==> config.mk <==
export PLATFORM = sky130hd
export DESIGN_NAME = ext_bus_area
export DESIGN_NICKNAME = d
export VERILOG_FILES = /design/src/include/ext_bus_pkg.sv /design/src/design/ext_bus_area.sv /design/src/design/wait_timer.sv /design/src/design/width_latch.sv
export SDC_FILE = /design/constraint.sdc
export NUM_CORES = 1
export LEC_CHECK = 0
export BUFFER_PORTS_ARGS = -buffer_cell sky130_fd_sc_hd__buf_2
export CAP_MARGIN = 25
export CORE_AREA = 2 2 173 192
export DETAILED_ROUTE_END_ITERATION = 6
export DIE_AREA = 0 0 175 194
export HOLD_SLACK_MARGIN = 0.08
export PLACE_DENSITY = 0.93
export SETUP_SLACK_MARGIN = 0.2
export SYNTH_ARGS = -nofsm -noshare
export SYNTH_HDL_FRONTEND = slang
export SYNTH_SLANG_ARGS = --single-unit
==> constraint.sdc <==
create_clock -name clk_sys -period 16.85 [get_ports clk_sys]
set_input_delay 3.37 -clock clk_sys [delete_from_list [all_inputs] [get_ports clk_sys]]
set_output_delay 3.37 -clock clk_sys [all_outputs]
set_load 0.01 [all_outputs]
==> src/include/ext_bus_pkg.sv <==
// Purpose: shared constants and types for the external bus area access block
// Assumes: areas 0 to 2 only, little-endian lane order
// Notes:   width selector encoding and wait table values are local choices
package ext_bus_pkg;
	// ****************************************
	// decode and encodings
	// ****************************************
	localparam int         AREA_MSB   = 28;
	localparam int         AREA_LSB   = 26;
	localparam logic [2:0] AREA0_CODE = 3'h0;
	localparam logic [2:0] AREA1_CODE = 3'h1;
	localparam logic [2:0] AREA2_CODE = 3'h2;
	localparam logic [1:0] WSEL_64    = 2'h0;
	localparam logic [1:0] WSEL_8     = 2'h1;
	localparam logic [1:0] WSEL_16    = 2'h2;
	localparam logic [1:0] WSEL_32    = 2'h3;
	localparam int         COL_BITS   = 10;
	// wait cycles per three-bit code, 0 to 15
	localparam logic [3:0] WAIT_TABLE [0:7] = '{4'h0, 4'h1, 4'h2, 4'h3, 4'h4, 4'h6, 4'h9, 4'hF};
	// burst beat length is code plus this many states
	localparam logic [3:0] BURST_BASE = 4'h2;

	typedef enum logic [2:0] {
		ST_IDLE   = 3'b000,
		ST_SETUP  = 3'b001,
		ST_ACCESS = 3'b010,
		ST_HOLD   = 3'b011,
		ST_DONE   = 3'b100
	} state_type;

	typedef enum logic [2:0] {
		MEM_SRAM      = 3'b000,
		MEM_MUXED     = 3'b001,
		MEM_BURST_ROM = 3'b010,
		MEM_BYTE_SRAM = 3'b011,
		MEM_DRAM      = 3'b100,
		MEM_SDRAM     = 3'b101
	} mem_type_type;

	// log2 of bytes per device word
	function automatic logic [1:0] width_log2(input logic [1:0] sel);
		case (sel)
			WSEL_8:  width_log2 = 2'h0;
			WSEL_16: width_log2 = 2'h1;
			WSEL_32: width_log2 = 2'h2;
			default: width_log2 = 2'h3;
		endcase
	endfunction
endpackage

==> src/design/ext_bus_area.sv <==
// Purpose: external bus cycles for areas 0 to 2 with lane steering and splitting
// Assumes: one request at a time, taken when req_valid and req_ready are high
// Notes:   pins are registered from the next state, so they line up with state_r
`timescale 1ns/1ps
module ext_bus_area #(
	parameter int COL_BITS = ext_bus_pkg::COL_BITS
) (
	input  logic        clk_sys,
	input  logic        rstn,
	input  logic        req_valid,
	input  logic        req_write,
	input  logic [28:0] req_addr,
	input  logic [1:0]  req_size,
	input  logic [63:0] req_wdata,
	output logic        req_ready,
	output logic        resp_valid,
	output logic        resp_error,
	output logic [63:0] resp_rdata,
	input  logic        width_mode_pin_hi,
	input  logic        width_mode_pin_lo,
	input  logic [2:0]  area0_type,
	input  logic [2:0]  area1_type,
	input  logic [2:0]  area2_type,
	input  logic [2:0]  area0_wait_count,
	input  logic [2:0]  area1_wait_count,
	input  logic [2:0]  area2_wait_count,
	input  logic        area0_setup_sel,
	input  logic        area1_setup_sel,
	input  logic        area2_setup_sel,
	input  logic [1:0]  area0_hold_sel,
	input  logic [1:0]  area1_hold_sel,
	input  logic [1:0]  area2_hold_sel,
	input  logic [1:0]  area1_width_sel,
	input  logic [1:0]  area2_width_sel,
	input  logic [1:0]  dram_width_bits,
	input  logic        ext_ready_n,
	input  logic [63:0] data_in,
	output logic [63:0] data_out,
	output logic        data_oe,
	output logic [28:0] ext_addr,
	output logic        area0_chip_select_n,
	output logic        area1_chip_select_n,
	output logic        area2_chip_select_n,
	output logic        read_strobe_n,
	output logic [7:0]  lane_write_strobe_n,
	output logic        row_strobe_n,
	output logic        col_strobe_n,
	output logic        rd_wr_dir,
	output logic [7:0]  byte_mask,
	output logic        muxed_addr_data_bus
);
	// ****************************************
	// request context
	// ****************************************
	ext_bus_pkg::state_type    state_r, state_nxt;
	ext_bus_pkg::mem_type_type mtype;
	logic [2:0]  area_r, cur_area, beat_r, beat_nxt, wcode, off;
	logic [1:0]  size_r, cur_size, lw, bsz, hold_n, boot_lw;
	logic [28:0] addr_r, cur_addr, baddr;
	logic [63:0] wdata_r, cur_wdata, rdata_r, bwdata;
	logic        write_r, cur_write, err_r, idle, hit, setup_en, dram_like, muxed;
	logic        burst_rd, last, next_beat, tload, tzero, acc_end, ready_r;
	logic [3:0]  nbeats, bytes, wval, bval, acc_cur, acc_next, tval;
	logic [7:0]  bmask, lanes;
	logic [5:0]  bshift_r, bshift_n;

	// byte mask to bit mask
	function automatic logic [63:0] expand(input logic [7:0] m);
		for (int i = 0; i < 8; i++) begin
			expand[i*8 +: 8] = {8{m[i]}};
		end
	endfunction

	// while idle the request ports describe the cycle about to start
	assign idle      = (state_r == ext_bus_pkg::ST_IDLE);
	assign cur_area  = idle ? req_addr[ext_bus_pkg::AREA_MSB:ext_bus_pkg::AREA_LSB] : area_r;
	assign cur_size  = idle ? req_size : size_r;
	assign cur_addr  = idle ? req_addr : addr_r;
	assign cur_write = idle ? req_write : write_r;
	assign cur_wdata = idle ? req_wdata : wdata_r;

	width_latch u_width (
		.clk_sys           (clk_sys),
		.rstn              (rstn),
		.width_mode_pin_hi (width_mode_pin_hi),
		.width_mode_pin_lo (width_mode_pin_lo),
		.boot_lw           (boot_lw)
	);

	// per-area settings and legality of the memory type
	always_comb begin
		mtype    = ext_bus_pkg::MEM_SRAM;
		wcode    = 3'h0;
		setup_en = 1'b0;
		hold_n   = 2'h0;
		lw       = 2'h0;
		hit      = 1'b0;
		case (cur_area)
			ext_bus_pkg::AREA0_CODE: begin
				mtype    = ext_bus_pkg::mem_type_type'(area0_type);
				wcode    = area0_wait_count;
				setup_en = area0_setup_sel;
				hold_n   = area0_hold_sel;
				lw       = boot_lw;
				hit      = mtype inside {ext_bus_pkg::MEM_SRAM, ext_bus_pkg::MEM_MUXED, ext_bus_pkg::MEM_BURST_ROM};
			end
			ext_bus_pkg::AREA1_CODE: begin
				mtype    = ext_bus_pkg::mem_type_type'(area1_type);
				wcode    = area1_wait_count;
				setup_en = area1_setup_sel;
				hold_n   = area1_hold_sel;
				lw       = ext_bus_pkg::width_log2(area1_width_sel);
				hit      = mtype inside {ext_bus_pkg::MEM_SRAM, ext_bus_pkg::MEM_MUXED, ext_bus_pkg::MEM_BYTE_SRAM};
			end
			ext_bus_pkg::AREA2_CODE: begin
				mtype    = ext_bus_pkg::mem_type_type'(area2_type);
				wcode    = area2_wait_count;
				setup_en = area2_setup_sel;
				hold_n   = area2_hold_sel;
				hit      = mtype inside {ext_bus_pkg::MEM_SRAM, ext_bus_pkg::MEM_MUXED,
				                         ext_bus_pkg::MEM_DRAM, ext_bus_pkg::MEM_SDRAM};
				if (mtype inside {ext_bus_pkg::MEM_DRAM, ext_bus_pkg::MEM_SDRAM}) begin
					lw = ext_bus_pkg::width_log2(dram_width_bits);
				end else begin
					lw = ext_bus_pkg::width_log2(area2_width_sel);
				end
			end
			default: begin
				hit = 1'b0;
			end
		endcase
	end

	assign dram_like = (cur_area == ext_bus_pkg::AREA2_CODE) &&
	                   (mtype inside {ext_bus_pkg::MEM_DRAM, ext_bus_pkg::MEM_SDRAM});
	assign muxed     = (mtype == ext_bus_pkg::MEM_MUXED);
	assign burst_rd  = (mtype == ext_bus_pkg::MEM_BURST_ROM) && !cur_write;

	// lane offset inside a device word
	// narrow device splits by its width
	assign bsz      = (cur_size < lw) ? cur_size : lw;
	assign off      = (cur_size < lw) ? (cur_addr[2:0] & 3'((4'h1 << lw) - 4'h1)) : 3'h0;
	assign nbeats   = (cur_size > lw) ? (4'h1 << (cur_size - lw)) : 4'h1;
	assign bytes    = 4'h1 << bsz;
	assign bmask    = 8'((16'h1 << bytes) - 16'h1);
	assign lanes    = 8'(bmask << off);
	assign last     = (beat_r == 3'(nbeats - 4'h1));
	assign bshift_r = 6'({beat_r, 3'h0} << lw);
	assign bshift_n = 6'({beat_nxt, 3'h0} << lw);
	assign baddr    = 29'(cur_addr + (29'(beat_nxt) << lw));
	assign bwdata   = 64'(64'(cur_wdata >> bshift_n) << {off, 3'h0});

	assign wval     = ext_bus_pkg::WAIT_TABLE[wcode];
	// burst beat lasts code plus two states
	assign bval     = 4'(ext_bus_pkg::BURST_BASE + {1'b0, wcode} - 4'h1);
	assign acc_cur  = (burst_rd && beat_r != 3'h0) ? bval : wval;
	assign acc_next = burst_rd ? bval : wval;
	assign acc_end  = (state_r == ext_bus_pkg::ST_ACCESS) && tzero && !ext_ready_n;

	wait_timer #(.W(4)) u_timer (
		.clk_sys  (clk_sys),
		.rstn     (rstn),
		.load     (tload),
		.load_val (tval),
		.zero     (tzero)
	);

	// ****************************************
	// cycle sequencer
	// ****************************************
	always_comb begin
		state_nxt = state_r;
		beat_nxt  = beat_r;
		tload     = 1'b0;
		tval      = 4'h0;
		next_beat = 1'b0;
		case (state_r)
			ext_bus_pkg::ST_IDLE: begin
				if (req_valid && ready_r) begin
					beat_nxt = 3'h0;
					tload    = 1'b1;
					if (!hit) begin
						state_nxt = ext_bus_pkg::ST_DONE;
					end else if (setup_en || dram_like) begin
						state_nxt = ext_bus_pkg::ST_SETUP;
					end else begin
						state_nxt = ext_bus_pkg::ST_ACCESS;
						tval      = wval;
					end
				end
			end
			ext_bus_pkg::ST_SETUP: begin
				if (tzero) begin
					state_nxt = ext_bus_pkg::ST_ACCESS;
					tload     = 1'b1;
					tval      = acc_cur;
				end
			end
			ext_bus_pkg::ST_ACCESS: begin
				if (acc_end) begin
					if (hold_n != 2'h0 && !(burst_rd && !last)) begin
						state_nxt = ext_bus_pkg::ST_HOLD;
						tload     = 1'b1;
						tval      = 4'({2'h0, hold_n} - 4'h1);
					end else if (last) begin
						state_nxt = ext_bus_pkg::ST_DONE;
					end else begin
						next_beat = 1'b1;
					end
				end
			end
			ext_bus_pkg::ST_HOLD: begin
				if (tzero) begin
					if (last) begin
						state_nxt = ext_bus_pkg::ST_DONE;
					end else begin
						next_beat = 1'b1;
					end
				end
			end
			ext_bus_pkg::ST_DONE: begin
				state_nxt = ext_bus_pkg::ST_IDLE;
			end
			default: begin
				state_nxt = ext_bus_pkg::ST_IDLE;
			end
		endcase
		// next split cycle follows at once
		if (next_beat) begin
			beat_nxt = beat_r + 3'h1;
			tload    = 1'b1;
			if ((setup_en || dram_like) && !burst_rd) begin
				state_nxt = ext_bus_pkg::ST_SETUP;
			end else begin
				state_nxt = ext_bus_pkg::ST_ACCESS;
				tval      = acc_next;
			end
		end
	end

	// state and beat registers
	always_ff @(posedge clk_sys) begin
		if (!rstn) begin
			state_r <= ext_bus_pkg::ST_IDLE;
			beat_r  <= 3'h0;
			ready_r <= 1'b0;
		end else begin
			state_r <= state_nxt;
			beat_r  <= beat_nxt;
			ready_r <= (state_nxt == ext_bus_pkg::ST_IDLE);
		end
	end

	// request capture and read data assembly
	always_ff @(posedge clk_sys) begin
		if (!rstn) begin
			area_r  <= 3'h0;
			size_r  <= 2'h0;
			addr_r  <= 29'h0;
			write_r <= 1'b0;
			wdata_r <= 64'h0;
			rdata_r <= 64'h0;
			err_r   <= 1'b0;
		end else if (idle && req_valid && ready_r) begin
			area_r  <= cur_area;
			size_r  <= req_size;
			addr_r  <= req_addr;
			write_r <= req_write;
			wdata_r <= req_wdata;
			rdata_r <= 64'h0;
			err_r   <= !hit;
		end else if (acc_end && !write_r) begin
			rdata_r <= rdata_r | (((data_in >> {off, 3'h0}) & expand(bmask)) << bshift_r);
		end
	end

	// ****************************************
	// pin drive
	// ****************************************
	always_ff @(posedge clk_sys) begin
		if (!rstn) begin
			area0_chip_select_n <= 1'b1;
			area1_chip_select_n <= 1'b1;
			area2_chip_select_n <= 1'b1;
			read_strobe_n       <= 1'b1;
			lane_write_strobe_n <= 8'hFF;
			row_strobe_n        <= 1'b1;
			col_strobe_n        <= 1'b1;
			rd_wr_dir           <= 1'b1;
			byte_mask           <= 8'hFF;
			ext_addr            <= 29'h0;
			data_out            <= 64'h0;
			data_oe             <= 1'b0;
			muxed_addr_data_bus <= 1'b0;
			resp_valid          <= 1'b0;
		end else begin
			// select held through setup, strobe and hold
			area0_chip_select_n <= !(hit && cur_area == ext_bus_pkg::AREA0_CODE &&
			                         state_nxt inside {ext_bus_pkg::ST_SETUP, ext_bus_pkg::ST_ACCESS, ext_bus_pkg::ST_HOLD});
			area1_chip_select_n <= !(hit && cur_area == ext_bus_pkg::AREA1_CODE &&
			                         state_nxt inside {ext_bus_pkg::ST_SETUP, ext_bus_pkg::ST_ACCESS, ext_bus_pkg::ST_HOLD});
			area2_chip_select_n <= !(hit && cur_area == ext_bus_pkg::AREA2_CODE &&
			                         state_nxt inside {ext_bus_pkg::ST_SETUP, ext_bus_pkg::ST_ACCESS, ext_bus_pkg::ST_HOLD});
			// static strobes only for non-DRAM types
			read_strobe_n       <= !(state_nxt == ext_bus_pkg::ST_ACCESS && !cur_write && !dram_like);
			// byte-control SRAM also wants lane selects on reads
			lane_write_strobe_n <= (state_nxt == ext_bus_pkg::ST_ACCESS && !dram_like &&
			                        (cur_write || mtype == ext_bus_pkg::MEM_BYTE_SRAM)) ? ~lanes : 8'hFF;
			// row then column with address multiplexing
			row_strobe_n        <= !(dram_like && state_nxt inside {ext_bus_pkg::ST_SETUP, ext_bus_pkg::ST_ACCESS});
			col_strobe_n        <= !(dram_like && state_nxt == ext_bus_pkg::ST_ACCESS);
			byte_mask           <= (dram_like && state_nxt != ext_bus_pkg::ST_IDLE) ? ~lanes : 8'hFF;
			rd_wr_dir           <= !(cur_write && state_nxt != ext_bus_pkg::ST_IDLE);
			if (dram_like && state_nxt == ext_bus_pkg::ST_ACCESS) begin
				ext_addr <= baddr & 29'((30'h1 << COL_BITS) - 30'h1);
			end else if (dram_like) begin
				ext_addr <= 29'(baddr >> COL_BITS);
			end else begin
				ext_addr <= baddr;
			end
			// multiplexed bus carries the address during setup
			muxed_addr_data_bus <= muxed && state_nxt == ext_bus_pkg::ST_SETUP;
			data_out            <= (muxed && state_nxt == ext_bus_pkg::ST_SETUP) ? {35'h0, baddr} : bwdata;
			data_oe             <= hit && ((cur_write && state_nxt inside {ext_bus_pkg::ST_ACCESS, ext_bus_pkg::ST_HOLD}) ||
			                               (muxed && state_nxt == ext_bus_pkg::ST_SETUP));
			resp_valid          <= (state_nxt == ext_bus_pkg::ST_DONE);
		end
	end

	assign req_ready  = ready_r;
	assign resp_error = err_r;
	assign resp_rdata = rdata_r;

	// ****************************************
	// checks
	// ****************************************
	logic [4:0] phase_len_r;
	logic [3:0] starts_r, exp_beats_r;

	// helper counters for phase length and beat count
	always_ff @(posedge clk_sys) begin
		if (!rstn) begin
			phase_len_r <= 5'h0;
			starts_r    <= 4'h0;
			exp_beats_r <= 4'h0;
		end else begin
			phase_len_r <= tload ? 5'h0 : (phase_len_r == 5'h1F ? phase_len_r : phase_len_r + 5'h1);
			if (idle && req_valid && ready_r) begin
				starts_r    <= (state_nxt == ext_bus_pkg::ST_ACCESS) ? 4'h1 : 4'h0;
				exp_beats_r <= hit ? nbeats : 4'h0;
			end else if (state_nxt == ext_bus_pkg::ST_ACCESS && tload) begin
				starts_r <= starts_r + 4'h1;
			end
		end
	end
endmodule

==> src/design/wait_timer.sv <==
// Purpose: down counter that times one bus phase
// Assumes: load wins over counting
// Notes:   zero means the current phase cycle is its last
`timescale 1ns/1ps
module wait_timer #(
	parameter int W = 4
) (
	input  logic         clk_sys,
	input  logic         rstn,
	input  logic         load,
	input  logic [W-1:0] load_val,
	output logic         zero
);
	logic [W-1:0] cnt_r;

	// phase length is load_val plus one cycle
	always_ff @(posedge clk_sys) begin
		if (!rstn) begin
			cnt_r <= '0;
		end else if (load) begin
			cnt_r <= load_val;
		end else if (cnt_r != '0) begin
			cnt_r <= cnt_r - 1'b1;
		end
	end

	assign zero = (cnt_r == '0);
endmodule

==> src/design/width_latch.sv <==
// Purpose: hold the area 0 bus width taken from the mode pins
// Assumes: pins are stable while reset is low
// Notes:   the value changes only during reset
`timescale 1ns/1ps
module width_latch (
	input  logic       clk_sys,
	input  logic       rstn,
	input  logic       width_mode_pin_hi,
	input  logic       width_mode_pin_lo,
	output logic [1:0] boot_lw
);
	logic [1:0] lw_r;

	always_ff @(posedge clk_sys) begin
		if (!rstn) begin
			lw_r <= ext_bus_pkg::width_log2({width_mode_pin_hi, width_mode_pin_lo});
		end
	end

	assign boot_lw = lw_r;
endmodule

* After elaboration in Yosys (flattened, before gate mapping)
Memories as Yosys holds them, arrays and structs flattened.
Cells that the tools add are included.
** Word-level totals
- Memories kept :: 1
- Output and inout port bits :: 185
- Input port bits :: 199
- Register bits after elaboration :: 296
- Memory bits (read-only) :: 32
** Operators by class
- Shift-type cells :: 12
- Bitwise logic cells :: 6
- Add/sub/neg operators :: 10
- Equal/unequal tests :: 34
- Mux-type cells :: 62
- Reduce and logical (&&, ||, !) cells :: 73
- Magnitude comparators :: 3
** Memory list
- (no name shown) :: words 8, bits a word 4, rd ports 1, clocked after memory_dff 0, write ports 0, line ext_bus_area.sv:153 : assign wval = ext_bus_pkg::WAIT_TABLE[wcode];
** Operators by type and width (count)
- << shifter 64 x 6 -> 64 bit :: 2
- right shift 64 x 6 -> 64 bit :: 2
- bitwise AND 64 bit :: 1
- two-way mux 64 bit :: 1
- OR 64 bit :: 1
- two-way mux 29 bit :: 2
- two-way mux 4 bit :: 14
- two-way mux 3 bit :: 14
- one-hot mux 2 bit (3 select lines) :: 6
- adder 29 bit :: 1
- logical AND 1 bit :: 29
- << shifter 3 x 2 -> 29 bit :: 1
- == test 3 x 2 -> 1 bit, second input constant :: 9
- == test 3 x 1 -> 1 bit, second input constant :: 7
- two-way mux 19 bit :: 1
- zero test 3 bit :: 6
- one-hot mux 3 bit (3 select lines) :: 2
- == test 2 bit, second input constant :: 8
- == test 3 bit, second input constant :: 5
- zero test 1 bit :: 15
- nonzero test 3 bit :: 5
- one-hot mux 3 bit (4 select lines) :: 1
- one-hot mux 4 bit (3 select lines) :: 1
- nonzero test 2 bit :: 6
- 32 further kinds :: 60

* Longest topological paths before layout
- Depth after elaboration :: 22
- Mapped depth :: 42
- Depth with buffers taken out :: 31

* Hierarchy
Synthesis repeated with hierarchy kept, for this count alone.
** Second synthesis, totals
- Cell total of the unflattened synthesis :: 2716
- Area total of the unflattened synthesis :: 19598.8 sq um
** By module, submodules not included
- ext_bus_area :: area each 19292.3 sq um, cells an instance 2688, instances 1
- wait_timer :: area each 230.2 sq um, cells an instance 23, instances 1
- width_latch :: area each 76.3 sq um, cells an instance 5, instances 1

* Least setup slack after synthesis
No wires, ideal clock.
- Kind :: in2reg
- Start point :: input port req_addr[27]
- End point :: register data_out[22]
- Slack :: 6.368 ns
- Library setup time :: 0.127 ns
- Arrival :: 10.355 ns
- Buffers on the path :: 6
- Stages on the path :: 34
- Cell sequence :: buf_2 > or4b_4 > a311o_1 > o211ai_2 > inv_2 > ha_1 > fa_1 > nand2b_1 > a21oi_1 > ha_1 > xnor2_1 > nor2_1 > a21oi_1 > and4_1 > buf_4 > nor2_2 > mux2i_2 > o221a_4 > inv_2 > buf_6 > buf_6 > buf_6 > buf_4 > ha_1 > a21o_1 > a21o_1 > a21o_1 > a21oi_1 > o41a_1 > nor3_2 > nand2_1 > xnor2_2 > nor2_1 > or3_1
** Between the ends
- Cells in the longest elaborated chain, start to end :: 20
- Elaborated cells between the ends (all ways) :: 59
** RTL lines
- start: declaration :: line ext_bus_area.sv:12 : input logic [28:0] req_addr,
- two-way mux 3 bit * :: line ext_bus_area.sv:76 : assign cur_area = idle ? req_addr[ext_bus_pkg::AREA_MSB:ext_bus_pkg::AREA_LSB] : area_r;
- == test 3 x 2 -> 1 bit (tied with other cells) :: line ext_bus_area.sv:98, ext_bus_area.sv:134
- one-hot mux 2 bit (3 select lines) :: line ext_bus_area.sv:98 : case (cur_area)
- subtractor 2 bit :: line ext_bus_area.sv:143 : assign nbeats = (cur_size > lw) ? (4'h1 << (cur_size - lw)) : 4'h1;
- << shifter 1 x 2 -> 3 bit :: line ext_bus_area.sv:143
- two-way mux 3 bit :: line ext_bus_area.sv:143
- subtractor 3 x 1 -> 3 bit :: line ext_bus_area.sv:147 : assign last = (beat_r == 3'(nbeats - 4'h1));
- == test 3 bit :: line ext_bus_area.sv:147
- [4 not listed]
- two-way mux 1 bit :: line ext_bus_area.sv:201 : if (hold_n != 2'h0 && !(burst_rd && !last)) begin
- two-way mux 1 bit :: line ext_bus_area.sv:200 : if (acc_end) begin
- one-hot mux 1 bit (2 select lines) :: line ext_bus_area.sv:177 : case (state_r)
- two-way mux 3 bit :: line ext_bus_area.sv:229 : if (next_beat) begin
- << shifter 6 x 2 -> 6 bit :: line ext_bus_area.sv:149 : assign bshift_n = 6'({beat_nxt, 3'h0} << lw);
- right shift 64 x 6 -> 64 bit :: line ext_bus_area.sv:151 : assign bwdata = 64'(64'(cur_wdata >> bshift_n) << {off, 3'h0});
- << shifter 64 x 6 -> 64 bit :: line ext_bus_area.sv:151
- two-way mux 29 bit * :: line ext_bus_area.sv:323 : data_out <= (muxed && state_nxt == ext_bus_pkg::ST_SETUP) ? {35'h0, baddr} : bwdata;
- end signal: assignment :: line ext_bus_area.sv:323
- end: declaration :: line ext_bus_area.sv:38 : output logic [63:0] data_out,
Every way passes the cells marked *; elsewhere a longest branch is shown, timed or not.
A chain may end at the register's enable or synchronous reset.

* Worst setup path after layout
- Start point :: input port req_addr[27]
- End point :: register data_out[14]
Same word-level chain as after synthesis.

==> impl_metrics.json <==
{
  "r2r_setup_slack_ns": 7.74,
  "vias_per_cell": 6.88,
  "fmax_mhz": 88.1,
  "drc": 0,
  "ctsHoldBuffers": 0,
  "ys_async_sr_fraction": 0,
  "gp_congestion": 1.04,
  "wl_um": 83200,
  "final_cell_count_no_fill": 3302,
  "dpl-instance-area_um2": 21200,
  "fin_area_um2": 22500,
  "crit_slowest_cell": "nor2_2",
  "synthesis.nets": 2819,
  "grt_max_degree": 95,
  "rsz0062_at_grt": "no",
  "die_h_um": 194,
  "grt-busiest-layer": "met2",
  "use_met2": 0.747,
  "yosys_warnings": 0,
  "tns_ns": 0,
  "hp-class": "reg -> reg",
  "hold_viol": 0,
  "clock_skew_ns": 0.0258,
  "grt_pass1_vias": 21400,
  "yosys_most_used_dff": "dfxtp_1",
  "power.density_nw_per_um2": 107,
  "clk_latency_ns": 0.55,
  "finalSetupViolCount": 0,
  "peakVddDrop_uv": 95.4,
  "reg2reg_depth": 27,
  "grt_use_total": 0.471,
  "hold_ws_ns": 0.457,
  "fin_nets": 3072,
  "num_rows": 69,
  "cts.sinks": 296,
  "finalCritPeriodShare": 0.673,
  "clockBufferDepth": 3,
  "die-area_um2": 34000,
  "path_max_fanout": 48,
  "overflow": 0,
  "status": "finished clean",
  "grt_pass1_wl_um": 126000,
  "via_count": 22700,
  "maxSlewViolCount": 0,
  "slew_headroom": 0.225,
  "cts_tree": "built",
  "globalRouteMet1Util": 0.580,
  "period_needed_ns": 11.35,
  "cp-start-kind": "input port",
  "cts_resized": 0,
  "hold_depth": 2,
  "io_buffers": 383,
  "hpwlAfterDp_um": 60600,
  "avgSynthCellArea_um2": 7.46,
  "final_cell_mix": "535 x nand2_1, 383 x buf_2, 316 x a21oi_1, 294 x dfxtp_1, 241 x nor2_1",
  "crit_top_cell": "ha_1",
  "pin_count": 384,
  "final_common_cell": "nand2_1",
  "drt_iter0_markers": 3592,
  "crit_required_ns": 17.22,
  "seq_area_frac_synth": 0.307,
  "initial_core_util": 0.605,
  "synth_cell_types": 103,
  "ant_nets": 0,
  "root_buffer": "clkbuf_16",
  "endpoint_kind": "flop",
  "htree_levels": 2,
  "synth_edf_count": 2,
  "drv_cap": 0,
  "area_growth_pct": 16.0,
  "ys_seq_elements": 296,
  "path_class": "in -> reg",
  "cp_slowest_stage_delay_ns": 0.63,
  "syn_area_um2": 19400,
  "cts_setup_buffers": 0,
  "syn_inst": 2597,
  "dp_cells": 3238,
  "core_um2": 32000,
  "die_w_um": 175,
  "dr.pass1.iters": 6,
  "gr-usage-met3": 0.102,
  "p_leak_nw": 9.89,
  "drive_above_1_share": 0.200,
  "clkTransAtPathRegs_ns": 0.06,
  "worstPathArrival_ns": 11.72,
  "wl_per_cell_um": 25.2,
  "worstMarginPinSlew_ns": 1.16,
  "antenna_found_initial": 4,
  "cts_buffers": 34
}
## cell type report
cell class / instances / area, µm²
Timing Repair Buffer: 417 / 2190
Tap cell: 426 / 533
Inverter: 37 / 140
Sequential cell: 296 / 5950
Clock inverter: 20 / 278
Antenna cell: 2 / 5.00
Multi-Input combinational cell: 2064 / 12400
Clock buffer: 40 / 923
Fill cell: 2677 / 9570
## registers in the layout (all words and copies together), names as in the netlist, 2 cells and up
| register | cells |
|---|---|
| data_out | 64 |
| resp_rdata | 64 |
| wdata_r | 64 |
| addr_r | 29 |
| ext_addr | 29 |
| byte_mask | 8 |
| lane_write_strobe_n | 8 |
| u_timer.cnt_r | 4 |
| area_r | 3 |
| beat_r | 3 |
| state_r | 3 |
| size_r | 2 |
| u_width.boot_lw | 2 |
## path summary, 6_finish.rpt
kind | end | from
max | data_out[14] | req_addr[27]
min | addr_r[4] | addr_r[4]
max reg2reg | data_out[14] | state_r[0]
min reg2reg | addr_r[4] | addr_r[4]
## synthesized netlist by cell type, types with 6 or more instances
| cell | n | area share |
|---|---|---|
| a221oi_1 | 21 | 0.0095 |
| ha_1 | 22 | 0.014 |
| a21oi_1 | 317 | 0.082 |
| nand2b_1 | 19 | 0.0061 |
| buf_6 | 6 | 0.0035 |
| o221ai_1 | 22 | 0.0099 |
| nand2_1 | 536 | 0.10 |
| a211oi_1 | 12 | 0.0047 |
| o21ai_1 | 18 | 0.0047 |
| or3_1 | 19 | 0.0061 |
| a2111oi_0 | 8 | 0.0036 |
| and2_1 | 15 | 0.0048 |
| buf_4 | 12 | 0.0047 |
| nor2b_1 | 7 | 0.0023 |
| buf_1 | 19 | 0.0037 |
| nor2_1 | 242 | 0.047 |
| a32o_1 | 8 | 0.0041 |
| xnor2_1 | 24 | 0.011 |
| clkbuf_1 | 118 | 0.023 |
| nand4_1 | 9 | 0.0029 |
| a21o_1 | 19 | 0.0074 |
| dfxtp_1 | 294 | 0.30 |
| o211ai_1 | 27 | 0.010 |
| o31ai_1 | 9 | 0.0035 |
| nor3_1 | 35 | 0.0090 |
| a31oi_1 | 31 | 0.010 |
| and3_1 | 34 | 0.011 |
| o22ai_1 | 62 | 0.020 |
| mux2i_1 | 143 | 0.074 |
| mux2_2 | 10 | 0.0058 |
| o2bb2ai_1 | 6 | 0.0027 |
| o21ai_0 | 85 | 0.022 |
| inv_1 | 32 | 0.0062 |
| a22oi_1 | 33 | 0.013 |
| nor4_1 | 13 | 0.0042 |
| mux4_2 | 26 | 0.030 |
| nand3_1 | 81 | 0.021 |
| buf_2 | 44 | 0.011 |
| xor2_1 | 12 | 0.0054 |
## per-layer routing
layer / vias to the layer above / wire, µm / part of all wire
met5: - / 11 / 0.00013
met4: 2 / 6310 / 0.076
met3: 426 / 9900 / 0.12
met2: 1857 / 37200 / 0.45
met1: 10600 / 29700 / 0.36
li1: 9874 / - / -
## stage by stage
| step | utilization | power [mW] | setup WS, ns |
|---|---|---|---|
| 6_report | 0.701 | 2.40 | 5.50 |
| 2_1_floorplan | - | 1.29 | 6.37 |
| 3_5_place_dp | 0.663 | 1.57 | 4.69 |
| 4_1_cts | 0.701 | 2.36 | 5.24 |
| 3_3_place_gp | 0.662 | 1.55 | 5.15 |
| 5_1_grt | 0.701 | 2.47 | 5.11 |
## cell families after synthesis
group           count (synthesis)  share of synthesized area
mux                           185                      0.115
flops                         296                      0.307
simple gates                 1049                      0.236
fa+ha+maj                      23                     0.0152
buf+inv                       237                     0.0535
xor+xnor                       37                     0.0171
compound gates                770                      0.256
## critical path, delay by kind of cell
family / cells / cell delay (ns)
buffers and inverters: 4 / 1.21
xor gates and xnor gates: 2 / 0.47
adders and majority gates: 5 / 1.76
AOI/OAI and AO/OA: 11 / 2.44
and+or+nand+nor: 7 / 2.43
## power breakdown
group          switching [mW]  internal (mW)
logic                   0.523          0.264
clock network           0.332          0.476
registers              0.0403          0.763
total                   0.896           1.50
No activity file was read; power rests on OpenSTA's default activity.
